===== src/vps_pkg.sv =====
package vps_pkg;

	// ****************************************************************
	// Vector area and stacking constants.
	// ****************************************************************
	localparam logic [15:0] VEC_AREA_BASE    = 16'hFFCC;
	localparam logic [15:0] VEC_AREA_TOP     = 16'hFFFF;
	localparam logic [15:0] VEC_SWI_ADDR     = 16'hFFFC;
	localparam logic [15:0] VEC_RESET_ADDR   = 16'hFFFE;
	localparam logic [15:0] SP_RESET_VALUE   = 16'h00FF;
	localparam logic [15:0] STATUS_FOUR_ADDR = 16'hFE07;
	localparam int          NUM_SOURCES      = 24;
	localparam logic [2:0]  INT_STACK_BYTES  = 3'h5;
	localparam logic [2:0]  CALL_STACK_BYTES = 3'h2;

	// ****************************************************************
	// Stacking operation kinds.
	// ****************************************************************
	typedef enum logic [1:0] {
		VPS_OP_NONE,
		VPS_OP_INTERRUPT,
		VPS_OP_CALL
	} vps_op_t;

	typedef enum {
		VPS_IDLE,
		VPS_PUSH,
		VPS_FETCH_HI,
		VPS_FETCH_LO,
		VPS_DONE
	} vps_state_t;

endpackage


===== src/vps_sync.sv =====
`timescale 1ns/10ps
// Two-flop reset release; assertion is asynchronous, release is clocked.
module vps_sync (
	// Clock and raw reset.
	input  wire logic clk,
	input  wire logic rst_n,
	// Released reset.
	output logic      rst_sync_n
);

	logic meta_reg;

	// Reset release chain.
	always_ff @(posedge clk or negedge rst_n) begin
		if (!rst_n) begin
			meta_reg   <= 1'b0;
			rst_sync_n <= 1'b0;
		end else begin
			meta_reg   <= 1'b1;
			rst_sync_n <= meta_reg;
		end
	end

endmodule


===== src/vps_top.sv =====
`timescale 1ns/10ps
// Behaviour
// - Timer two channel 5 vectors at FFCC, lowest.
// - Timer two channels 4,3,2 at FFCE..FFD2.
// - CAN tx,rx,error,wakeup at FFD4..FFDA.
// - Timebase, converter, keyboard at FFDC..FFE0.
// - Serial link tx,rx,error at FFE2..FFE6.
// - SPI transmit FFE8, receive FFEA.
// - Timer two overflow,ch1,ch0 at FFEC..FFF0.
// - Timer one, clock loop, external pin FFF2..FFFA.
// - Vector fetches only from FFCC..FFFF.
// - Interrupt entry pushes five bytes.
// - Index high byte never stacked.
// - Call pushes two; SP down push, up pull.
// - Sixteen-bit SP resets to 00FF.
// - Status four bits 1,0 show flags 24,23.
module vps_top (
	// Clock and reset.
	input  wire logic        clk,
	input  wire logic        rst_n,
	// Pending sources, bit n-1 is flag n (bit 0 highest rank).
	input  wire logic [23:0] irq_pending,
	input  wire logic        software_interrupt,
	// Core requests.
	input  wire logic        int_enable,
	input  wire logic        call_req,
	input  wire logic        pull_req,
	// Bytes the core offers for stacking: PC lo, PC hi, X, A, CCR.
	input  wire logic [7:0]  stack_data [5],
	// Index high byte, held but never stacked.
	input  wire logic [7:0]  index_high,
	// Stack and vector bus toward memory.
	output logic             mem_we,
	output logic             mem_re,
	output logic [15:0]      mem_addr,
	output logic [7:0]       mem_wdata,
	input  wire logic [7:0]  mem_rdata,
	// Results.
	output logic [15:0]      stack_ptr,
	output logic [15:0]      vector_out,
	output logic             vector_valid,
	output logic             busy,
	output logic [7:0]       interrupt_status_four
);

	// ****************************************************************
	// Reset release.
	// ****************************************************************
	logic rst_sync_n;

	vps_sync u_sync (
		.clk        (clk),
		.rst_n      (rst_n),
		.rst_sync_n (rst_sync_n)
	);

	// ****************************************************************
	// Priority encoding.
	// ****************************************************************
	logic [15:0] sel_addr;
	logic        any_req;
	logic [4:0]  sel_idx;

	// Lowest flag number wins; flag n sits at FFFA - 2*(n-1), so flag 24 lands on FFCC.
	// lowest at base
	always_comb begin
		sel_idx  = 5'h00;
		any_req  = 1'b0;
		sel_addr = vps_pkg::VEC_SWI_ADDR;
		if (software_interrupt) begin
			any_req  = 1'b1;
			sel_addr = vps_pkg::VEC_SWI_ADDR;
		end else begin
			for (int i = vps_pkg::NUM_SOURCES - 1; i >= 0; i--) begin
				if (irq_pending[i] && int_enable) begin
					any_req = 1'b1;
					sel_idx = 5'(i);
				end
			end
			sel_addr = vps_pkg::VEC_SWI_ADDR - 16'h0002 - {10'h000, sel_idx, 1'b0};
		end
	end

	// ****************************************************************
	// Sequencer.
	// ****************************************************************
	vps_pkg::vps_state_t state_reg;
	vps_pkg::vps_op_t    op_reg;
	logic [2:0]          cnt_reg;
	logic [15:0]         vec_addr_reg;
	logic [7:0]          vec_hi_reg;

	// One byte per cycle; the memory answers reads in the same cycle.
	always_ff @(posedge clk or negedge rst_sync_n) begin
		if (!rst_sync_n) begin
			state_reg    <= vps_pkg::VPS_FETCH_HI;
			op_reg       <= vps_pkg::VPS_OP_NONE;
			cnt_reg      <= 3'h0;
			vec_addr_reg <= vps_pkg::VEC_RESET_ADDR;
		end else begin
			case (state_reg)
				vps_pkg::VPS_IDLE: begin
					if (any_req) begin
						op_reg       <= vps_pkg::VPS_OP_INTERRUPT;
						cnt_reg      <= vps_pkg::INT_STACK_BYTES;
						vec_addr_reg <= sel_addr;
						state_reg    <= vps_pkg::VPS_PUSH;
					end else if (call_req) begin
						op_reg    <= vps_pkg::VPS_OP_CALL;
						cnt_reg   <= vps_pkg::CALL_STACK_BYTES;
						state_reg <= vps_pkg::VPS_PUSH;
					end
				end
				vps_pkg::VPS_PUSH: begin
					cnt_reg <= cnt_reg - 3'h1;
					if (cnt_reg == 3'h1 && op_reg == vps_pkg::VPS_OP_INTERRUPT) begin
						state_reg <= vps_pkg::VPS_FETCH_HI;
					end else if (cnt_reg == 3'h1) begin
						state_reg <= vps_pkg::VPS_DONE;
					end
				end
				vps_pkg::VPS_FETCH_HI: state_reg <= vps_pkg::VPS_FETCH_LO;
				vps_pkg::VPS_FETCH_LO: state_reg <= vps_pkg::VPS_DONE;
				default: begin
					op_reg    <= vps_pkg::VPS_OP_NONE;
					state_reg <= vps_pkg::VPS_IDLE;
				end
			endcase
		end
	end

	// Stack pointer moves down per push, up per pull.
	// reset to 00FF
	always_ff @(posedge clk or negedge rst_sync_n) begin
		if (!rst_sync_n) begin
			stack_ptr <= vps_pkg::SP_RESET_VALUE;
		end else if (state_reg == vps_pkg::VPS_PUSH) begin
			stack_ptr <= stack_ptr - 16'h0001;
		end else if (state_reg == vps_pkg::VPS_IDLE && pull_req && !any_req && !call_req) begin
			stack_ptr <= stack_ptr + 16'h0001;
		end
	end

	// High byte comes from the lower address.
	always_ff @(posedge clk or negedge rst_sync_n) begin
		if (!rst_sync_n) begin
			vec_hi_reg   <= 8'h00;
			vector_out   <= 16'h0000;
			vector_valid <= 1'b0;
		end else begin
			vector_valid <= 1'b0;
			if (state_reg == vps_pkg::VPS_FETCH_HI) begin
				vec_hi_reg <= mem_rdata;
			end
			if (state_reg == vps_pkg::VPS_FETCH_LO) begin
				vector_out   <= {vec_hi_reg, mem_rdata};
				vector_valid <= 1'b1;
			end
		end
	end

	// Memory strobes. The index high byte is deliberately absent from the push mux.
	// index high excluded
	always_comb begin
		mem_we    = (state_reg == vps_pkg::VPS_PUSH);
		mem_re    = 1'b0;
		mem_addr  = stack_ptr;
		mem_wdata = (cnt_reg != 3'h0) ? stack_data[vps_pkg::INT_STACK_BYTES - cnt_reg] : 8'h00;
		if (state_reg == vps_pkg::VPS_FETCH_HI || state_reg == vps_pkg::VPS_FETCH_LO) begin
			mem_re   = (vec_addr_reg >= vps_pkg::VEC_AREA_BASE);
			mem_addr = vec_addr_reg | {15'h0000, state_reg == vps_pkg::VPS_FETCH_LO};
		end
	end

	assign busy = (state_reg != vps_pkg::VPS_IDLE);

	// Status view of the two lowest-rank pending flags.
	// status four bits
	always_ff @(posedge clk or negedge rst_sync_n) begin
		if (!rst_sync_n) begin
			interrupt_status_four <= 8'h00;
		end else begin
			interrupt_status_four <= {6'h00, irq_pending[23], irq_pending[22]};
		end
	end

	// ****************************************************************
	// Assertions.
	// ****************************************************************
	logic unused_ok;
	assign unused_ok = ^index_high;

	int_push_count_a: assert property (@(posedge clk) disable iff (!rst_sync_n)
		(state_reg == vps_pkg::VPS_IDLE && any_req) |=> mem_we [*5] ##1 !mem_we)
		else $error("interrupt entry did not push five bytes");
	call_push_count_a: assert property (@(posedge clk) disable iff (!rst_sync_n)
		(state_reg == vps_pkg::VPS_IDLE && !any_req && call_req) |=> mem_we [*2] ##1 !mem_we)
		else $error("call did not push two bytes");
	sp_push_dec_a: assert property (@(posedge clk) disable iff (!rst_sync_n)
		mem_we |=> stack_ptr == $past(stack_ptr) - 16'h0001)
		else $error("stack pointer did not decrement on push");
	vec_area_a: assert property (@(posedge clk) disable iff (!rst_sync_n)
		mem_re |-> mem_addr >= vps_pkg::VEC_AREA_BASE)
		else $error("vector fetch outside vector area");
	lowest_vec_a: assert property (@(posedge clk) disable iff (!rst_sync_n)
		(state_reg == vps_pkg::VPS_IDLE && irq_pending == 24'h800000 && int_enable
		&& !software_interrupt) |=> vec_addr_reg == vps_pkg::VEC_AREA_BASE)
		else $error("lowest source not at vector base");
	top_prio_a: assert property (@(posedge clk) disable iff (!rst_sync_n)
		(!software_interrupt && irq_pending[0] && int_enable) |-> sel_addr == 16'hFFFA)
		else $error("external pin request not ranked first");
	swi_vec_a: assert property (@(posedge clk) disable iff (!rst_sync_n)
		software_interrupt |-> sel_addr == vps_pkg::VEC_SWI_ADDR)
		else $error("software interrupt vector wrong");
	status_four_a: assert property (@(posedge clk) disable iff (!rst_sync_n)
		##1 interrupt_status_four == {6'h00, $past(irq_pending[23]), $past(irq_pending[22])})
		else $error("status four mismatch");
	vec_valid_c: cover property (@(posedge clk) disable iff (!rst_sync_n) vector_valid);
	call_c: cover property (@(posedge clk) disable iff (!rst_sync_n)
		op_reg == vps_pkg::VPS_OP_CALL);
	pull_c: cover property (@(posedge clk) disable iff (!rst_sync_n)
		state_reg == vps_pkg::VPS_IDLE && pull_req);

endmodule


===== config.mk =====
export PLATFORM = sky130hd
export DESIGN_NAME = vps_top
export DESIGN_NICKNAME = d
export VERILOG_FILES = /design/src/vps_pkg.sv /design/src/vps_sync.sv /design/src/vps_top.sv
export SDC_FILE = /design/constraint.sdc
export NUM_CORES = 1
export LEC_CHECK = 0
export ABC_CLOCK_PERIOD_IN_PS = 2200
export BUFFER_PORTS_ARGS = -buffer_cell sky130_fd_sc_hd__buf_2
export CORE_UTILIZATION = 50
export CTS_CLUSTER_SIZE = 40
export DETAILED_ROUTE_END_ITERATION = 16
export HOLD_SLACK_MARGIN = 0.15
export PLACE_DENSITY_LB_ADDON = 0.05
export SYNTH_ARGS = -nofsm -noshare
export SYNTH_HDL_FRONTEND = slang
export SYNTH_SLANG_ARGS = --single-unit

===== constraint.sdc =====
create_clock -name clk -period 2.2 [get_ports clk]
set_input_delay 0.22 -clock clk [delete_from_list [all_inputs] [get_ports clk]]
set_output_delay 0.22 -clock clk [all_outputs]
set_load 0.05 [all_outputs]

==> summary.json <==
{
  "status": "finished with violations",
  "violations": "setup timing",
  "layout.core_utilization": 0.775,
  "synthDistinctLibCells": 57,
  "initial_core_util": 0.516,
  "drv_slew": 0,
  "post_synth_fa_ha_maj_area_fraction": 0.0618,
  "ios": 154,
  "maxCapViolCount": 0,
  "cp-start-kind": "flop",
  "globalplace.congestion": 0.887,
  "largest_net_degree_at_the_start_of_global_routing": 36,
  "synth_seq_cells": 59,
  "multiInputGateArea_um2": 2680,
  "detail_route.first_pass.iterations": 4,
  "area_growth_pct": 50.1,
  "top_flip_flop_cell_by_instance_count_after_synthesis": "sky130_fd_sc_hd__dfrtp_1",
  "rr_startpoint": "state_reg[1]$_DFFE_PN1P_",
  "synth.mux.area_fraction": 0.108,
  "min_hold_slack_ns": 0.189,
  "synth_sequential_area_ratio": 0.377,
  "end_kind": "flop",
  "asyncSetResetFlopFracSynth": 1.00,
  "port_buffers": 139,
  "route.detailed.vias_per_inst": 5.39,
  "regArea_um2": 1500,
  "core_region_area_um2": 7690,
  "drive_gt1_frac": 0.493,
  "tritoncts": "yes",
  "global_route_wire_length_before_repair_mm": 17.8,
  "synth_area_per_cell_um2": 9.23,
  "wl_met3_um": 530,
  "post_synth_xor_area_fraction": 0.0265,
  "clockRootBuffer": "sky130_fd_sc_hd__clkbuf_8",
  "worstPathMaxFanout": 8,
  "highest_layer": "met4",
  "yosys.area_share.simple": 0.150,
  "layout.nets": 745,
  "floorplan.die_area_um2": 8300,
  "groute.usage.overall": 0.268,
  "drc": 0,
  "initial_antenna_violation_count": 0,
  "cp_data_arrival_time_ns": 2.77,
  "grt_setup_unrepaired": "true",
  "numCtsBuffers": 9,
  "clock_sinks": 59,
  "overflow": 0,
  "final.min_clock_period_ns": 2.54,
  "clock_latency_ns": 0.35,
  "syn-cell-area_um2": 3970,
  "finalSetupViolations": 9,
  "num_vias": 4023,
  "vias_in_the_first_global_route": 3845,
  "synth_compound_gate_area_share": 0.227,
  "number_of_antenna_diodes": 0,
  "yosysWarnings": 0,
  "clockBufferDepth": 2,
  "timing.critical_path.from": "state_reg[1]$_DFFE_PN1P_",
  "place_hpwl_mm": 7.88,
  "wl_met1_mm": 4.52,
  "path_class": "reg -> reg",
  "htree_num_levels": 3,
  "core.rowCount": 32,
  "setup_slack_ns": -0.344,
  "netlist_instances": 430,
  "num-fill-cells": 558,
  "routed_wire_length_per_instance_um": 14.6,
  "drt_first_iter_violations": 142,
  "detailroute.wirelength.met2_mm": 5.67,
  "fin_worst_skew_ns": 0.0130,
  "number_of_nets_with_antenna_violations_after_routing": 0,
  "synth_enable_flop_cells": 0,
  "timing.final.crit_share": 1.16,
  "fp.dieW_um": 91.1,
  "max_freq_ghz": 0.393,
  "chip_height_um": 91.1,
  "final_hold_viol_count": 0,
  "synth_top_family_by_area": "compound AO/OA/AOI/OAI gates",
  "worst_hold_path_type": "in -> async",
  "clkTransAtPathRegs_ns": 0.07,
  "route.final.wire_length_mm": 10.9,
  "critPathRequiredTime_ns": 2.43
}
-- through the flow --
| step | instance area [um2] | setup WS (ns) | TNS (ns) | std cells |
|---|---|---|---|---|
| CTS | 5850 | -0.285 | -1.70 | 744 |
| global placement | 5430 | -0.274 | -1.84 | 714 |
| detailed placement | 5430 | -0.371 | -2.55 | 714 |
| floorplan | 4260 | -0.993 | -9.87 | 435 |
| finish | 5960 | -0.344 | -2.05 | 747 |
| global route | 5960 | -0.406 | -2.87 | 747 |
-- cell usage in the layout, fill, tap and decap left out, types with 9 or more instances in the layout --
cell	count
sky130_fd_sc_hd__inv_1	15
sky130_fd_sc_hd__buf_2	138
sky130_fd_sc_hd__mux2_2	29
sky130_fd_sc_hd__a21o_1	13
sky130_fd_sc_hd__dlygate4sd3_1	11
sky130_fd_sc_hd__dfstp_2	15
sky130_fd_sc_hd__clkbuf_8	9
sky130_fd_sc_hd__dfrtp_1	43
sky130_fd_sc_hd__nor2_1	52
sky130_fd_sc_hd__nand2_1	23
sky130_fd_sc_hd__ha_4	10
sky130_fd_sc_hd__nor3_1	9
sky130_fd_sc_hd__buf_4	58
sky130_fd_sc_hd__nand2b_1	17
sky130_fd_sc_hd__o21ai_0	15
sky130_fd_sc_hd__mux2i_1	10
sky130_fd_sc_hd__a21oi_1	38
sky130_fd_sc_hd__o21a_1	9
sky130_fd_sc_hd__a21oi_4	10
-- final cells by class --
cell class                 count  share of cell area
multi-input combinational    336               0.450
clock buffer                   9              0.0208
clock inverter                 7              0.0139
timing repair buffer         218               0.232
inverter                      16              0.0107
tap                          102              0.0214
sequential                    59               0.251
-- what timing repair did --
item / in CTS / in global routing
endpoints found under the hold margin: 20 / 0
gates cloned: 0 / 0
gates resized for setup: 16 / 19
hold buffers: 11 / 0
pin swaps: 6 / 19
setup buffers: 3 / 5
endpoints found under the setup margin: 18 / 20
-- worst paths after layout --
path | to | slack, ns | cells after the start
setup / recovery | stack_ptr[14]$_DFFE_PN0P_ | -0.34 | 11
hold / removal | u_sync.rst_sync_n$_DFF_PN0_ | 0.19 | 2
setup reg to reg | stack_ptr[14]$_DFFE_PN0P_ | -0.34 | 11
hold reg to reg | vec_hi_reg[7]$_DFFE_PN0P_ | 0.24 | 0
min in group clk | vec_addr_reg[4]$_DFFE_PN1P_ | 0.20 | 3
max in group asynchronous | vec_addr_reg[3]$_DFFE_PN1P_ | 1.33 | 1
-- critical path: stages (launching register included) --
cell	delay (ns)
sky130_fd_sc_hd__dfstp_2	0.53
sky130_fd_sc_hd__nand2b_4	0.13
sky130_fd_sc_hd__clkinvlp_4	0.12
sky130_fd_sc_hd__buf_12	0.17
sky130_fd_sc_hd__ha_4	0.22
sky130_fd_sc_hd__or3_4	0.39
sky130_fd_sc_hd__a31oi_4	0.25
sky130_fd_sc_hd__buf_6	0.14
sky130_fd_sc_hd__a21oi_4	0.04
sky130_fd_sc_hd__o221ai_2	0.17
sky130_fd_sc_hd__xor2_1	0.20
sky130_fd_sc_hd__a21oi_2	0.07
-- cell usage after synthesis (all sizes together) (2+ instances only) --
master | n | area, um2
a211oi | 8 | 65.1
o221ai | 2 | 17.5
a21oi | 53 | 273
a31oi | 3 | 18.8
nor3 | 9 | 45.0
o21ai | 18 | 90.1
nand2b | 19 | 119
xor2 | 8 | 70.1
a21o | 13 | 97.6
xnor2 | 4 | 35.0
nor4 | 2 | 12.5
o21a | 9 | 67.6
a41o | 2 | 20.0
clkbuf | 15 | 56.3
buf | 9 | 72.6
nand2 | 24 | 92.6
mux2i | 10 | 100
mux2 | 29 | 327
o31ai | 6 | 58.8
a221o | 3 | 30.0
dfstp | 15 | 394
nor2b | 5 | 31.3
o31a | 2 | 17.5
inv | 16 | 60.1
o41a | 4 | 45.0
conb | 2 | 7.51
nor2 | 54 | 203
or4 | 2 | 15.0
ha | 18 | 225
dfrtp | 44 | 1100
a22oi | 2 | 15.0
-- cells by family after synthesis --
kind of cell               count (synthesis)
AOI/OAI and AO/OA                        135
and+or+nand+nor                          124
DFF                                       59
buffers and inverters                     40
muxes                                     39
adders and majority gates                 19
xor gates and xnor gates                  12
other                                      2
-- routing by layer --
layer	track usage	vias up
li1	-	1957
met1	0.324	1924
met2	0.474	122
met3	0.0528	20
met4	0.0966	0
met5	0	-
Power is not shown: default switching activity piles up to over one toggle a cycle in this logic, so the estimate is an artifact.
